==> src/logic/output_setpoint_pkg.sv <==
// How it works
// - one mask bit per status bit blocks alert
// - output format mode reads back 17h always
// - writes to format mode rejected, invalid data
// - voltages are 16-bit mantissa, exponent fixed -9
// - setpoint write accepted only within 256..2816
// - mode bit0 low: setpoint default from pin
// - effective target clamped to ceiling, default 5.5V
// - ceiling write outside 256..2817 is invalid data
// - upper margin above lower, in range; 3.4V
// - lower margin below upper, in range; 3.2V
// - margin select picks upper, lower or nominal
// - target changes ramp at slew rate, not on/off
// - slew rate accepts four listed codes only
// - feedback scale accepts F001, F002, F004 only
// - frequency exponent 00001, default 600 kHz code
// - frequency accepts only listed codes
// - store-all copies setpoint to non-volatile memory
// - invalid data: discard, set summary and comms bits
`default_nettype none
package output_setpoint_pkg;

    // command codes
    localparam logic [7:0] CMD_STORE_ALL    = 8'h15;
    localparam logic [7:0] CMD_ALERT_MASK   = 8'h1b;
    localparam logic [7:0] CMD_FORMAT_MODE  = 8'h20;
    localparam logic [7:0] CMD_SETPOINT     = 8'h21;
    localparam logic [7:0] CMD_CEILING      = 8'h24;
    localparam logic [7:0] CMD_MARGIN_UPPER = 8'h25;
    localparam logic [7:0] CMD_MARGIN_LOWER = 8'h26;
    localparam logic [7:0] CMD_SLEW_RATE    = 8'h27;
    localparam logic [7:0] CMD_FB_SCALE     = 8'h29;
    localparam logic [7:0] CMD_FREQ         = 8'h33;
    localparam logic [7:0] CMD_STATUS_SUM   = 8'h78;
    localparam logic [7:0] CMD_STATUS_TEMP  = 8'h7d;
    localparam logic [7:0] CMD_STATUS_COMMS = 8'h7e;
    localparam logic [4:0] STATUS_BASE_HI   = 5'h0f;   // status codes 78h..7fh share upper bits

    // fixed values and field positions
    localparam logic [7:0]  FORMAT_MODE_VALUE = 8'h17;
    localparam int          COMMS_INVALID_BIT = 6;
    localparam int          SUM_COMMS_BIT     = 1;
    localparam int          MODE_SRC_BIT      = 0;

    // mantissa ranges, exponent -9
    localparam logic [15:0] VOUT_MIN         = 16'h0100;   // 256
    localparam logic [15:0] OUTPUT_CEILING_LIMIT_SET     = 16'h0b00;   // 2816
    localparam logic [15:0] OUTPUT_CEILING_LIMIT_CEIL    = 16'h0b01;   // 2817

    // reset values
    localparam logic [15:0] CEILING_RESET    = 16'h0b00;   // 5.5 V
    localparam logic [15:0] MARGIN_UP_RESET  = 16'h06cd;   // 3.4 V
    localparam logic [15:0] MARGIN_LO_RESET  = 16'h0666;   // 3.2 V
    localparam logic [15:0] SLEW_RESET       = 16'hd00d;   // 0.203 mV/us
    localparam logic [15:0] FB_SCALE_RESET   = 16'hf004;   // gain 1
    localparam logic [15:0] FREQ_RESET       = 16'h092c;   // 600 kHz

    // accepted codes
    localparam logic [15:0] SLEW_CODE_0 = 16'hd00d;
    localparam logic [15:0] SLEW_CODE_1 = 16'hd07d;
    localparam logic [15:0] SLEW_CODE_2 = 16'hd0bb;
    localparam logic [15:0] SLEW_CODE_3 = 16'hd258;
    localparam logic [15:0] FB_CODE_0   = 16'hf001;
    localparam logic [15:0] FB_CODE_1   = 16'hf002;
    localparam logic [15:0] FB_CODE_2   = 16'hf004;
    localparam logic [4:0]  FREQ_EXP    = 5'h01;
    localparam logic [10:0] FREQ_M_LOW  = 11'h064;         // 200 kHz
    localparam logic [10:0] FREQ_M_HIGH = 11'h258;         // 1200 kHz
    localparam logic [10:0] FREQ_M_STEP = 11'h019;         // 50 kHz
    localparam logic [10:0] FREQ_M_1300 = 11'h28a;
    localparam logic [10:0] FREQ_M_1400 = 11'h2bc;

    // slew timing: rate lsb 15.625 uV/us against a 1.953125 mV step
    localparam int          CLK_PERIOD_NS  = 20;
    localparam int          RATE_PERIOD_NS = 1000;
    localparam int          TICK_CYCLES    = RATE_PERIOD_NS / CLK_PERIOD_NS;
    localparam logic [11:0] RATE_PER_STEP  = 12'h07d;      // 125 rate lsb per output lsb

    // power-up load of the setpoint after the pin synchroniser fills
    localparam logic [1:0]  BOOT_LOAD = 2'h2;
    localparam logic [1:0]  BOOT_DONE = 2'h3;

    // margin selection
    typedef enum logic [1:0] {
        MARGIN_NONE  = 2'b00,
        MARGIN_LOWER = 2'b01,
        MARGIN_UPPER = 2'b10
    } margin_sel_t;

    typedef struct packed {
        logic        valid;
        logic        write;
        logic [7:0]  code;
        logic [15:0] data;
    } cmd_t;

    typedef struct packed {
        logic        valid;
        logic [15:0] data;
    } rsp_t;

    typedef struct packed {
        logic        valid;
        logic [15:0] data;
    } store_t;

    function automatic logic in_range(input logic [15:0] v, input logic [15:0] lo, input logic [15:0] hi);
        return (v >= lo) && (v <= hi);
    endfunction

    function automatic logic slew_ok(input logic [15:0] c);
        return (c == SLEW_CODE_0) || (c == SLEW_CODE_1) || (c == SLEW_CODE_2) || (c == SLEW_CODE_3);
    endfunction

    function automatic logic fb_ok(input logic [15:0] c);
        return (c == FB_CODE_0) || (c == FB_CODE_1) || (c == FB_CODE_2);
    endfunction

    function automatic logic freq_ok(input logic [15:0] c);
        logic [10:0] m;
        logic [10:0] off;
        m   = c[10:0];
        off = m - FREQ_M_LOW;
        return (c[15:11] == FREQ_EXP) &&
               (((m >= FREQ_M_LOW) && (m <= FREQ_M_HIGH) && ((off % FREQ_M_STEP) == 11'h000)) ||
                (m == FREQ_M_1300) || (m == FREQ_M_1400));
    endfunction

endpackage
`default_nettype wire

==> src/logic/alert_mask_store.sv <==
`timescale 1ns/1ns
`default_nettype none
module alert_mask_store (
    input  wire logic       ref_clk,
    input  wire logic       sys_rst,
    input  wire logic       wr_en,
    input  wire logic [2:0] addr,
    input  wire logic [7:0] wr_data,
    output var  logic [7:0] rd_data
);
    typedef struct packed {
        logic [7:0][7:0] mem;
        logic [7:0]      rd;
    } mask_state_t;

    mask_state_t s;
    mask_state_t next_s;

    // write one mask byte, read data registered
    always_comb begin
        next_s    = s;
        next_s.rd = s.mem[addr];
        if (wr_en) begin
            next_s.mem[addr] = wr_data;
        end
    end

    always_ff @(posedge ref_clk) begin
        if (sys_rst) begin
            s <= '0;
        end else begin
            s <= next_s;
        end
    end

    assign rd_data = s.rd;
endmodule
`default_nettype wire

==> src/logic/setpoint_slew_ramp.sv <==
`timescale 1ns/1ns
`default_nettype none
module setpoint_slew_ramp
    import output_setpoint_pkg::*;
(
    input  wire logic        ref_clk,
    input  wire logic        sys_rst,
    input  wire logic        output_on,
    input  wire logic [15:0] target,
    input  wire logic [10:0] rate,
    output var  logic [15:0] level
);
    typedef struct packed {
        logic [5:0]  tick_cnt;
        logic [11:0] accum;
        logic [15:0] level;
    } ramp_state_t;

    ramp_state_t s;
    ramp_state_t next_s;

    // one microsecond tick adds the rate; each 125 banked moves one step
    always_comb begin
        next_s = s;
        if (s.tick_cnt == 6'(TICK_CYCLES - 1)) begin
            next_s.tick_cnt = '0;
        end else begin
            next_s.tick_cnt = s.tick_cnt + 6'h01;
        end
        if (!output_on) begin
            next_s.level = target;
            next_s.accum = '0;
        end else if (s.level == target) begin
            next_s.accum = '0;
        end else if (s.accum >= RATE_PER_STEP) begin
            next_s.accum = s.accum - RATE_PER_STEP;
            next_s.level = (s.level < target) ? s.level + 16'h0001 : s.level - 16'h0001;
        end else if (s.tick_cnt == 6'(TICK_CYCLES - 1)) begin
            next_s.accum = s.accum + {1'b0, rate};
        end
    end

    always_ff @(posedge ref_clk) begin
        if (sys_rst) begin
            s <= '0;
        end else begin
            s <= next_s;
        end
    end

    assign level = s.level;
endmodule
`default_nettype wire

==> src/logic/output_setpoint_command_regs.sv <==
`timescale 1ns/1ns
`default_nettype none
module output_setpoint_command_regs (
    input  wire logic                         ref_clk,
    input  wire logic                         sys_rst,
    input  wire output_setpoint_pkg::cmd_t    host_cmd,
    output var  output_setpoint_pkg::rsp_t    host_rsp,
    input  wire logic [15:0]                  voltage_select_pin,
    input  wire logic [7:0]                   maker_mode_config,
    input  wire logic [15:0]                  nvm_setpoint,
    input  wire logic [1:0]                   op_margin,
    input  wire logic                         output_on,
    input  wire logic [7:0]                   temp_status,
    input  wire logic                         clear_faults,
    output var  logic                         alert_n,
    output var  logic                         comms_fault_bit,
    output var  logic [15:0]                  vout_ramp,
    output var  logic [15:0]                  output_slew_rate,
    output var  logic [15:0]                  feedback_scale_ratio,
    output var  logic [15:0]                  switching_freq_setpoint,
    output var  output_setpoint_pkg::store_t  nvm_store
);
    import output_setpoint_pkg::*;

    typedef struct packed {
        logic [15:0] pin_s1;
        logic [15:0] pin_s2;
        logic [1:0]  boot;
        logic [15:0] setpoint;
        logic [15:0] ceiling;
        logic [15:0] margin_up;
        logic [15:0] margin_lo;
        logic [15:0] slew;
        logic [15:0] fb_scale;
        logic [15:0] freq;
        logic [7:0]  comms_status;
        logic [7:0]  mask_comms;
        logic [7:0]  mask_temp;
        logic        rd_pend;
        logic [7:0]  rd_code;
        logic [15:0] target;
        logic        alert_n;
        rsp_t        rsp;
        store_t      store;
    } regs_state_t;

    regs_state_t s;
    regs_state_t next_s;
    logic        mask_we;
    logic [2:0]  mask_addr;
    logic [7:0]  mask_rd;
    logic        bad;
    logic [15:0] d;
    logic [15:0] chosen;
    logic        status_code;

    // mask bytes, one per status register
    alert_mask_store u_mask (
        .ref_clk (ref_clk),
        .sys_rst (sys_rst),
        .wr_en   (mask_we),
        .addr    (mask_addr),
        .wr_data (host_cmd.data[15:8]),
        .rd_data (mask_rd)
    );

    // with output_on high the level moves toward the clamped target at the programmed rate; with it low the level follows the target directly
    setpoint_slew_ramp u_ramp (
        .ref_clk   (ref_clk),
        .sys_rst   (sys_rst),
        .output_on (output_on),
        .target    (s.target),
        .rate      (s.slew[10:0]),
        .level     (vout_ramp)
    );

    // command decode, checks, status and alert
    always_comb begin
        next_s             = s;
        next_s.rsp.valid   = 1'b0;
        next_s.store.valid = 1'b0;
        bad                = 1'b0;
        mask_we            = 1'b0;
        d                  = host_cmd.data;
        status_code        = (host_cmd.data[7:3] == STATUS_BASE_HI);
        mask_addr          = host_cmd.data[2:0];
        chosen             = s.setpoint;

        // pin code passes two flops before use
        next_s.pin_s1 = voltage_select_pin;
        next_s.pin_s2 = s.pin_s1;

        // setpoint default taken once the synchroniser holds the pin code
        if (s.boot != BOOT_DONE) begin
            next_s.boot = s.boot + 2'h1;
        end
        if (s.boot == BOOT_LOAD) begin
            if (maker_mode_config[MODE_SRC_BIT]) begin
                next_s.setpoint = nvm_setpoint;
            end else begin
                next_s.setpoint = s.pin_s2;
            end
        end

        // writes: a failing check leaves the register untouched
        if (host_cmd.valid && host_cmd.write) begin
            if (host_cmd.code == CMD_ALERT_MASK) begin
                if (status_code) begin
                    mask_we = 1'b1;
                    if (host_cmd.data[7:0] == CMD_STATUS_COMMS) begin
                        next_s.mask_comms = host_cmd.data[15:8];
                    end
                    if (host_cmd.data[7:0] == CMD_STATUS_TEMP) begin
                        next_s.mask_temp = host_cmd.data[15:8];
                    end
                end else begin
                    bad = 1'b1;
                end
            end else if (host_cmd.code == CMD_FORMAT_MODE) begin
                bad = 1'b1;
            end else if (host_cmd.code == CMD_SETPOINT) begin
                if (in_range(d, VOUT_MIN, OUTPUT_CEILING_LIMIT_SET)) begin
                    next_s.setpoint = d;
                end else begin
                    bad = 1'b1;
                end
            end else if (host_cmd.code == CMD_CEILING) begin
                if (in_range(d, VOUT_MIN, OUTPUT_CEILING_LIMIT_CEIL)) begin
                    next_s.ceiling = d;
                end else begin
                    bad = 1'b1;
                end
            end else if (host_cmd.code == CMD_MARGIN_UPPER) begin
                if (in_range(d, VOUT_MIN, OUTPUT_CEILING_LIMIT_SET) && (d > s.margin_lo)) begin
                    next_s.margin_up = d;
                end else begin
                    bad = 1'b1;
                end
            end else if (host_cmd.code == CMD_MARGIN_LOWER) begin
                if (in_range(d, VOUT_MIN, OUTPUT_CEILING_LIMIT_SET) && (d < s.margin_up)) begin
                    next_s.margin_lo = d;
                end else begin
                    bad = 1'b1;
                end
            end else if (host_cmd.code == CMD_SLEW_RATE) begin
                if (slew_ok(d)) begin
                    next_s.slew = d;
                end else begin
                    bad = 1'b1;
                end
            end else if (host_cmd.code == CMD_FB_SCALE) begin
                if (fb_ok(d)) begin
                    next_s.fb_scale = d;
                end else begin
                    bad = 1'b1;
                end
            end else if (host_cmd.code == CMD_FREQ) begin
                if (freq_ok(d)) begin
                    next_s.freq = d;
                end else begin
                    bad = 1'b1;
                end
            end else if (host_cmd.code == CMD_STORE_ALL) begin
                next_s.store.valid = 1'b1;
                next_s.store.data  = s.setpoint;
            end
        end

        // invalid data flag: a new fault wins over a clear in the same cycle
        if (bad) begin
            next_s.comms_status[COMMS_INVALID_BIT] = 1'b1;
        end else if (clear_faults) begin
            next_s.comms_status = '0;
        end

        // reads answer two cycles after the request
        next_s.rd_pend = host_cmd.valid && !host_cmd.write;
        next_s.rd_code = host_cmd.code;
        if (s.rd_pend) begin
            next_s.rsp.valid = 1'b1;
            next_s.rsp.data  = '0;
            if (s.rd_code == CMD_ALERT_MASK) begin
                next_s.rsp.data = {8'h00, mask_rd};
            end else if (s.rd_code == CMD_FORMAT_MODE) begin
                next_s.rsp.data = {8'h00, FORMAT_MODE_VALUE};
            end else if (s.rd_code == CMD_SETPOINT) begin
                next_s.rsp.data = s.setpoint;
            end else if (s.rd_code == CMD_CEILING) begin
                next_s.rsp.data = s.ceiling;
            end else if (s.rd_code == CMD_MARGIN_UPPER) begin
                next_s.rsp.data = s.margin_up;
            end else if (s.rd_code == CMD_MARGIN_LOWER) begin
                next_s.rsp.data = s.margin_lo;
            end else if (s.rd_code == CMD_SLEW_RATE) begin
                next_s.rsp.data = s.slew;
            end else if (s.rd_code == CMD_FB_SCALE) begin
                next_s.rsp.data = s.fb_scale;
            end else if (s.rd_code == CMD_FREQ) begin
                next_s.rsp.data = s.freq;
            end else if (s.rd_code == CMD_STATUS_SUM) begin
                next_s.rsp.data[SUM_COMMS_BIT] = |s.comms_status;
            end else if (s.rd_code == CMD_STATUS_COMMS) begin
                next_s.rsp.data = {8'h00, s.comms_status};
            end
        end

        // margin selection, then the ceiling clamp
        case (margin_sel_t'(op_margin))
            MARGIN_UPPER: chosen = s.margin_up;
            MARGIN_LOWER: chosen = s.margin_lo;
            default:      chosen = s.setpoint;
        endcase
        next_s.target = (chosen > s.ceiling) ? s.ceiling : chosen;

        // alert stays low while any unmasked status bit is set
        next_s.alert_n = !(|(s.comms_status & ~s.mask_comms) |
                           |(temp_status & ~s.mask_temp));
    end

    // state register with documented reset values
    always_ff @(posedge ref_clk) begin
        if (sys_rst) begin
            s           <= '0;
            s.ceiling   <= CEILING_RESET;
            s.margin_up <= MARGIN_UP_RESET;
            s.margin_lo <= MARGIN_LO_RESET;
            s.slew      <= SLEW_RESET;
            s.fb_scale  <= FB_SCALE_RESET;
            s.freq      <= FREQ_RESET;
            s.alert_n   <= 1'b1;
        end else begin
            s <= next_s;
        end
    end

    assign host_rsp                = s.rsp;
    assign alert_n                 = s.alert_n;
    assign comms_fault_bit         = s.comms_status[COMMS_INVALID_BIT];
    assign output_slew_rate        = s.slew;
    assign feedback_scale_ratio    = s.fb_scale;
    assign switching_freq_setpoint = s.freq;
    assign nvm_store               = s.store;
endmodule
`default_nettype wire

==> config.mk <==
export PLATFORM = sky130hd
export DESIGN_NAME = output_setpoint_command_regs
export DESIGN_NICKNAME = d
export VERILOG_FILES = /design/src/logic/output_setpoint_pkg.sv /design/src/logic/alert_mask_store.sv /design/src/logic/setpoint_slew_ramp.sv /design/src/logic/output_setpoint_command_regs.sv
export SDC_FILE = /design/constraint.sdc
export NUM_CORES = 1
export LEC_CHECK = 0
export BUFFER_PORTS_ARGS = -buffer_cell sky130_fd_sc_hd__buf_4
export CORE_MARGIN = 3
export CORE_UTILIZATION = 55
export DETAILED_ROUTE_END_ITERATION = 16
export PLACE_DENSITY = 0.79
export SLEW_MARGIN = 30
export SYNTH_ARGS = -nofsm -noshare
export SYNTH_HDL_FRONTEND = slang
export SYNTH_SLANG_ARGS = --single-unit
==> constraint.sdc <==
create_clock -name ref_clk -period 10.35 [get_ports ref_clk]
set_clock_uncertainty 0.2 [all_clocks]
set_input_delay 1.5525 -clock ref_clk [delete_from_list [all_inputs] [get_ports ref_clk]]
set_output_delay 1.5525 -clock ref_clk [all_outputs]
set_load 0.1 [all_outputs]
======== Yosys cells after proc, flatten, opt, wreduce, memory -nomap -nowiden ========
Index checks and enable logic that the tools add are counted.
operators by class
  $add $sub $neg .......................... 7
  div/mod/pow operators ................... 1
  order comparisons ....................... 12
  equality and inequality tests ........... 42
  muxes and demuxes ....................... 76
  bitwise operators ....................... 16
  reduce and logical (&&, ||, !) cells .... 37
operators by type and width
  cell                     number
  $mux W16                 31
  $mux W112                3
  $eq A8 B6 Y1 const B     16
  $eq A16 B16 Y1 const B   7
  $mux W96                 1
  $mux W80                 1
  $bwmux W64               1
  $mux W64                 1
  $mux W48                 1
  $mux W17                 2
  $eq A8 B7 Y1 const B     4
  $gt A16 B16 Y1           2
  $le A16 B12 Y1 const B   2
  $lt A16 B16 Y1           2
  $mux W32                 1
  $pmux W16 S2             1
  $bmux W8 S3              1
  $demux W8 S3             1
  $eq A8 B5 Y1 const B     3
  $mux W1                  24
  $mux W12                 2
  $eq A11 B10 Y1 const B   2
  $reduce_and A11 Y1       2
  $add A16 B1 Y16 const B  1
  45 further kinds         79
storage, ports and cells
  bits in registers ....................... 329
  output and inout port bits .............. 100
  word-level logic and storage cells ...... 224

======== Logic depth before layout (Yosys ltp) ========
Gate-level depths: netlist (run 1).
  depth after elaboration ................. 19
  depth in mapped cells ................... 31
  depth with buffers taken out ............ 30

======== Cells and area by module ========
Synthesis (run 1) repeated with hierarchy kept, for this count alone.
unflattened totals
  cells, all modules ...................... 2,272
  area total of the unflattened synthesis .. 19,147.1 µm²
by module, submodules not included
  module                        times used  cells an instance  area an instance (µm²)  seq. area each (µm²)
  output_setpoint_command_regs  1           1,516              12,639.6                4,324.1
  alert_mask_store              1           356                3,286.9                 1,441.4
  setpoint_slew_ramp            1           400                3,220.6                 680.7

======== Least setup slack after synthesis (run 1) ========
Ideal clock, no wire load.
  kind .................................... input-to-reg
  start point ............................. input port host_cmd[2] (netlist bit)
  end point ............................... register s (netlist bit switching_freq_setpoint[11])
  setup time .............................. 0.127 ns
  data arrival time ....................... 7.517 ns
  path slack .............................. 2.505 ns
  cell stages on the path ................. 28
  path buffers ............................ 2
  cell sequence ........................... buf_6 > inv_1 > clkbuf_1 > ha_1 > nor2b_2 > o21ai_1 > and3_2 > o21ai_2 > mux2_4 > nor3_1 > o22ai_2 > a21bo_4 > a211oi_4 > mux2i_2 > nor3_1 > o22ai_1 > ha_1 > inv_1 > maj3_1 > o311ai_0 > nand3_1 > a21boi_0 > o2bb2ai_1 > a2111oi_2 > nor4b_1 > o31a_1 > nand4_2 > or3b_1
on the way
  cells in the longest elaborated chain, start to end .. 8
  elaborated cells on any way between the ends .. 13
RTL lines
  item                                     line                                 source
  start, declared                          output_setpoint_command_regs.sv:6    input wire output_setpoint_pkg::cmd_t host_cmd,
  $sub A11 B7 Y11                          output_setpoint_pkg.sv:123           off = m - FREQ_M_LOW;
  $mod A11 B5 Y11                          output_setpoint_pkg.sv:125           (((m >= FREQ_M_LOW) && (m <= FREQ_M_HIGH) && ((off % FREQ_M_STEP) == 11'h000)) ||
  $logic_not A11 Y1                        output_setpoint_pkg.sv:125
  $logic_and A1 B1 Y1                      output_setpoint_pkg.sv:125
  $logic_or A1 B1 Y1                       output_setpoint_pkg.sv:125
  $logic_or A1 B1 Y1 (*)                   output_setpoint_pkg.sv:126           (m == FREQ_M_1300) || (m == FREQ_M_1400));
  $logic_and A1 B1 Y1 (*)                  output_setpoint_pkg.sv:124           return (c[15:11] == FREQ_EXP) &&
  $reduce_and A11 Y1 (no source line) (*)  n/a
  end signal, assigned                     output_setpoint_command_regs.sv:232  s <= next_s;
  end, declared                            output_setpoint_command_regs.sv:47   regs_state_t s;
Every way passes the cells marked *; elsewhere a longest branch is shown, timed or not.
A chain may end at the register's enable or synchronous reset.

======== Final worst setup path (run 1) ========
  start point ............................. input port host_cmd[3] (netlist bit)
  end point ............................... register s (netlist bit switching_freq_setpoint[11])
The elaborated chain is that of the path after synthesis.

==> key figures, run 1 <==
Clock tree
  • Clock sink count: 322
  • Clock root buffer: clkbuf_16
  • Hold-fix buffers, CTS: 0
  • Inserted Clock Buffers: 35
  • Worst-Skew Late Latency: between 500 and 600 ps
  • CTS tree: done
  • Setup Buffers After CTS: 0
  • Clk slew on worst S/H paths: 60 ps
  • CTS H-Tree Depth: 2
  • Post-cts sizing count: 0
  • Clk buf depth: 3

Layout
  • Fill cells: about 2800
  • Nets: 2383
  • Fin area: 20500 sq um
  • Syn-to-layout area delta: 10.3%
  • Layout cell share with drive strength beyond 1: about 14%

Power
  • Cell leakage power: just under 0.009 uW
  • Clock share of power: 29.9%
  • Sw Share: 36.5%
  • Logic pwr share: 36.4%
  • PD cells: 197 nW/um^2
  • Max VDD drop: 0.168 mV
  • Internal power: around 2600 uW
  • P_sw: 1480 uW
  • Share of power burned in registers: 33.8%

Synthesis
  • Cell accounting for the most synthesized area: dfxtp_1
  • Yosys warns: 0
  • Async SR Flop Fraction: 0%
  • Register area share after synthesis: 34.6%
  • Mapped cell area: 18600 sq um
  • Average size of a mapped cell: between 8 and 9 sq um
  • Synth Area in Adders: 7.38%
  • Top area cells in the synthesized netlist: dfxtp_1, mux2i_1, ha_1
  • Mapped Cells: around 2200
  • Post-synthesis simple-gate area fraction: 18.8%
  • Post-Synth XOR/XNOR Area: 2.61%
  • Synth unique cells: 103
  • Largest family of logic cells by synthesized area: simple AND/OR/NAND/NOR gates
  • #FFs+latches synth: 322
  • Number of synthesized flops with an enable pin: 0
  • Compound-Gate Fraction of Synth Area: 17.7%
  • Post-synth net total: 2372
  • Mux cell area share after synthesis: 10.3%
  • Synth top area share: 34.6%
  • Ys flop type: dfxtp_1

Timing
  • Setup-failing EPs final: 0
  • Fin crit share: 81.2%
  • Hold Violations, Final: 0
  • Max Freq: 119 MHz
  • Minimum clock period: 8410 ps
  • RSZ-0062 raised after global routing: no
  • Slew Limit Fails: 0
  • Setup TNS Final: 0 ps
  • Max_slew headroom: 35.5%
  • Least-Margin Pin Slew: 963 ps

Flow run
  • Max Cap Violations: 0

Hold path
  • Hold crit path type: flop to flop
  • Hold path depth: 1

Detailed routing
  • Vias per cell: 6.13
  • DRC Markers: 0
  • Routed WL: 53700 um
  • Drt initial violations: approximately 1700
  • WL per Instance: just over 20 um
  • Post-route ant nets: 0
  • Via Count: between 15000 and 20000
  • TritonRoute pass-1 iters: 6

GRT
  • Global Route Usage Sum: roughly 29%
  • Initial antenna violation count: 1
  • Vias in the first global route: 15317
  • Congestion Overflow GR: 0
  • Largest net degree at the start of global routing: 145
  • First-pass GRT wire length: 83100 um

Place
  • Dpl cell area: around 20000 sq um
  • HPWL after detailed placement: 38700 um
  • RD Place Congestion: 0.949
  • I/O Buffers: 172

Critical path
  • CP peak stage delay: ~490 ps
  • Crit path capture type: flop
  • Critical path class: input port to flop
  • Critical-path top delay cell: and3b_1
  • Crit path arrival time: approximately 8600 ps
  • WP data required: 10550 ps
  • Worst R2R Path Depth: 29
  • Worst Setup Start Kind: input port
  • CP Max Fanout: 16

Run status
  • Status: finished clean

Die
  • DIE WIDTH: 190 um
  • Initial core utilization: roughly 57%
  • FP Rows: 66
  • Io pins: 180
  • Die H: 190 um
  • Core outline area: 32900 sq um
  • Total die area: 36100 sq um
## through the flow
stage / power (uW) / worst slack (ps) / hold slack (ps) / std cells / utilization, %
6_report: 4060 / 1940 / 236 / 2658 / 62.4
5_1_grt: 4270 / 1410 / 258 / 2658 / 62.4
4_1_cts: 4060 / 1990 / 238 / 2657 / 62.3
3_5_place_dp: 2850 / 1430 / 228 / 2601 / 59.0
3_3_place_gp: 2800 / 1550 / 222 / 2601 / 59.0
2_1_floorplan: 2540 / 2510 / 214 / 2185 / -
## Yosys cell counts (14+ instances only)
master / number
a21oi_1: 134
dfxtp_1: 322
buf_4: 101
inv_1: 104
a21o_1: 21
nand2b_1: 40
a222oi_1: 17
nand2_1: 125
and2_1: 25
a211o_1: 14
nor3_1: 31
nor2_1: 304
nand4_1: 19
o21ai_0: 76
clkbuf_1: 98
o211ai_1: 16
xnor2_1: 35
mux4_2: 16
o21bai_1: 14
nor2b_1: 60
a211oi_1: 27
a22oi_1: 35
ha_1: 105
mux2i_1: 149
nand3_1: 54
## power by group through the flow
stage / Clock, uW / Combinational [uW] / Sequential [uW]
after CTS: 1230 / 1460 / 1370
after global routing: 1270 / 1620 / 1380
after floorplan: 0 / 1170 / 1370
after detailed placement: 0 / 1450 / 1400
after global placement: 0 / 1400 / 1390
final: 1210 / 1480 / 1370
## logic make-up (layout without fill, tap and decap cells)
logic type / Yosys count / count (layout)
buffers and inverters: 324 / 354
xor gates and xnor gates: 52 / 52
adders and majority gates: 109 / 109
AOI/OAI and AO/OA: 477 / 477
DFF: 322 / 322
muxes: 170 / 170
and+or+nand+nor: 731 / 731
other: 0 / 1
## layout by cell type (no fill, tap or decap), types with 7 or more instances in the layout
cell type	netlist	final
a221oi_1	9	9
a31oi_1	13	13
a22oi_1	35	35
a2111oi_0	7	7
and3_1	11	11
a211o_1	14	14
buf_4	101	190
nand3b_1	7	7
mux2i_1	149	149
o21bai_1	14	14
clkbuf_8	0	8
nor4_1	11	10
clkbuf_16	0	35
xor2_1	13	13
clkbuf_1	98	7
nand2_1	125	125
mux4_2	16	16
a21oi_1	134	133
nor2_1	304	301
dfxtp_1	322	322
nand2b_1	40	40
nand3_1	54	54
o21ai_0	76	76
nor2b_1	60	59
xnor2_1	35	35
a311oi_1	7	7
o211ai_1	16	16
inv_1	104	104
nor3_1	31	30
ha_1	105	104
a21o_1	21	21
and2_1	25	25
nand4_1	19	19
o21a_1	9	9
a211oi_1	27	27
a222oi_1	17	17
## routing by layer
metal	global-route usage [%]	part of all wire, %	vias up	wire, um
li1	-	-	7648	-
met1	37.6	42	7729	22300
met2	46.6	46	747	24800
met3	4.46	7.7	164	4110
met4	12.5	4.7	0	2530
met5	0	0	-	0
## sequential cells by signal, indices dropped and copies added (netlist names)
| register | count |
|---|---|
| alert_n | 1 |
| feedback_scale_ratio | 16 |
| u_ramp.level | 16 |
| next_s | 16 |
| s | 116 |
| switching_freq_setpoint | 16 |
| host_rsp | 17 |
| comms_fault_bit | 1 |
| u_ramp.s | 18 |
| u_mask.s | 64 |
| nvm_store | 17 |
| output_slew_rate | 16 |
| u_mask.rd_data | 8 |
## area by class of cell
cell class / count / area [sq um] / area share [%]
Timing Repair Buffer: 191 / 1440 / 7.01
Sequential cell: 322 / 6450 / 31.4
Inverter: 107 / 402 / 1.95
Tap cell: 442 / 553 / 2.69
Clock buffer: 49 / 998 / 4.86
Antenna cell: 1 / 2.50 / 0.0122
Clock inverter: 7 / 97.6 / 0.475
Multi-Input combinational cell: 1539 / 10600 / 51.6
## worst max-delay path, delay by kind of cell
kind	cells	cell delay, ps
fa+ha+maj	3	880
simple gates	9	1910
compound gates	11	2980
buf+inv	4	820
mux	1	430
## path summary, 6_finish.rpt
path,start,to,slack (ps)
hold reg to reg,next_s[205]$_SDFF_PP0_,s[205]$_SDFF_PP0_,240
setup reg to reg,u_ramp.level[1]$_SDFFE_PP0P_,u_ramp.level[15]$_SDFFE_PP0P_,4970
hold / removal,next_s[205]$_SDFF_PP0_,s[205]$_SDFF_PP0_,240
setup / recovery,host_cmd[3],switching_freq_setpoint[11]$_SDFFE_PP1P_,1940
Note: power is estimated with default switching activity, not from simulation.
==> run 2, diff against run 1 <==
Clock period 10.35 ns to 8.7 ns, I/O delays scaled along.
==> key figures, run 2 (synthesized netlist as in run 1, its figures left out) <==
Layout
  • Layout cell share with drive strength beyond 1: 14.3% (+0.33 points)
  • Antenna Diode Count: 0 (-1)
  • Reg with most FFs: s
  • Reg area: 6450 sq um (unchanged)
  • Most common cell after layout, fill and taps aside: dfxtp_1
  • Number of flip-flops in the largest register: 116 (unchanged)
  • Commonest non-fill, non-tap cells in the layout: dfxtp_1, nor2_1, buf_4, mux2i_1, a21oi_1
  • Nets: 2391 (+0.34%)
  • Final Non-Filler Cells: 2669 (+0.41%)
  • Multi-input gate area: 10600 sq um (about the same)
  • Syn-to-layout area delta: 10.9%
  • Top Registers: s (116), u_mask.s (64), u_ramp.s (18)
  • Fill cells: 2738 (-1.4%)

GRT
  • First-pass GRT wire length: 85000 um (+2.2%)
  • Vias in the first global route: 15392 (+0.49%)
  • Congestion Overflow GR: 0 (unchanged)
  • Global Route Usage Sum: 29.2% (+0.64 points)
  • Initial antenna violation count: 0 (-1)
  • Largest net degree at the start of global routing: 111 (-23%)

Detailed routing
  • Routed WL: 54500 um (+1.6%)
  • Via Count: 16303 (+0.092%)
  • Post-route ant nets: 0 (unchanged)
  • DRC Markers: 0 (unchanged)
  • Vias per cell: 6.11 (-0.32%)
  • Drt initial violations: 1667 (+0.73%)
  • WL per Instance: 20.4 um (+1.1%)
  • TritonRoute pass-1 iters: 7 (+1)

Place
  • RD Place Congestion: 0.990 (+4.4%)
  • Place WS: 540 ps (-894 ps)
  • Cells after DPL: 2610 (+0.35%)
  • I/O Buffers: 172 (unchanged)
  • HPWL after detailed placement: 39500 um (+2.2%)

Critical path
  • Crit-path most repeated cell: a21oi_1
  • CP peak stage delay: 500 ps (about the same)
  • CP Max Fanout: 13 (-3)
  • Crit-path leading delay family: compound AO/OA/AOI/OAI gates
  • Critical path class: input port to flop
  • Crit path arrival time: 8000 ps (-610 ps)
  • WP data required: 8940 ps (-1610 ps)
  • Critical-path top delay cell: and3b_1
  • Worst Setup Start Kind: input port
  • Crit path capture type: flop
  • Buffers & Inverters on Critical Path: 4 (unchanged)

Power
  • Tot Pwr: 4880 uW (+20%)
  • Max VDD drop: 0.245 mV (+45%)
  • Cell leakage power: 0.00872 uW (+0.82%)
  • PD cells: 236 nW/um^2 (+20%)

Timing
  • Minimum clock period: 7770 ps
  • Slew Limit Fails: 0 (unchanged)
  • Max Freq: 129 MHz
  • Least-Margin Pin Slew: 961 ps (-1.83 ps)
  • Setup ws final: 934 ps (-1010 ps)
  • Fin crit share: between 80 and 90%
  • Setup-failing EPs final: 0 (unchanged)
  • RSZ-0062 raised after global routing: no
  • Setup TNS Final: 0 ps (unchanged)
  • Hold Violations, Final: 0 (unchanged)
  • Max_slew headroom: 35.8% (+0.29 points)
  • WHS: 237 ps (+1.29 ps)

Die
  • DIE WIDTH: 190 um (unchanged)
  • Total die area: 36100 sq um (unchanged)
  • Initial core utilization: 56.5% (unchanged)
  • FP Rows: 66 (unchanged)
  • Die H: 190 um (unchanged)
  • Io pins: 180 (unchanged)
  • Core outline area: 32900 sq um (unchanged)

Flow run
  • Max Cap Violations: 0 (unchanged)

Clock tree
  • Inserted Clock Buffers: 34 (-2.9%)
  • Hold-fix buffers, CTS: 0 (unchanged)
  • Clk slew on worst S/H paths: 60 ps (about the same)
  • CTS H-Tree Depth: 2 (unchanged)
  • Setup Buffers After CTS: 0 (unchanged)
  • Clock root buffer: clkbuf_16
  • Worst-Skew Late Latency: 520 ps (about the same)
  • Clk buf depth: 3 (unchanged)
  • CTS tree: done
  • Post-cts sizing count: 0 (unchanged)
  • Clock sink count: 322 (unchanged)

Hold path
  • Hold crit path type: flop to flop

Run status
  • Status: finished clean
==> run 2: final cells by class <==
type	count	share of cell area [%]
Tap cell	442	2.68
Multi-Input combinational cell	1539	51.4
Clock inverter	8	0.594
Timing Repair Buffer	200	7.32
Clock buffer	51	4.87
Sequential cell	322	31.2
Inverter	107	1.94
==> run 2: stage by stage <==
stage          utilization, %  area, sq um
5_1_grt                  62.7        20700
4_1_cts                  62.7        20600
2_1_floorplan               -        18600
3_3_place_gp             59.2        19500
3_5_place_dp             59.2        19500
6_report                 62.7        20700
==> run 2: report_power, final <==
part / leakage, uW / internal, uW / switching [uW]
clock: 0.000555 / 889 / 593
combinational: 0.00555 / 675 / 1100
sequential: 0.00261 / 1540 / 84.2
==> run 2: worst paths after layout <==
| kind | startpoint | to | slack (ps) | cells past startpoint |
|---|---|---|---|---|
| max | host_cmd[2] | switching_freq_setpoint[3]$_SDFFE_PP1P_ | 930 | 28 |
| min | next_s[200]$_SDFF_PP0_ | s[200]$_SDFF_PP0_ | 240 | 1 |
| max reg2reg | u_ramp.level[1]$_SDFFE_PP0P_ | u_ramp.level[15]$_SDFFE_PP0P_ | 3380 | 29 |
| min reg2reg | next_s[200]$_SDFF_PP0_ | s[200]$_SDFF_PP0_ | 240 | 1 |
==> run 2: layer usage <==
metal | part of all wire (%) | global-route usage, % | up-vias
met5 | 0 | 0 | -
met4 | 4.4 | 11.6 | 0
met3 | 8.1 | 4.46 | 166
met2 | 46 | 47.2 | 765
met1 | 41 | 39.4 | 7709
li1 | - | - | 7663
==> run 2: worst reg2reg max path, delay by kind of cell, from the launching register on <==
family | cells | cell delay, ps
adder cells (fa/ha/maj) | 2 | 590
XOR/XNOR | 1 | 110
AO/OA/AOI/OAI | 21 | 3450
flip-flops | 1 | 460
AND/OR/NAND/NOR | 5 | 390
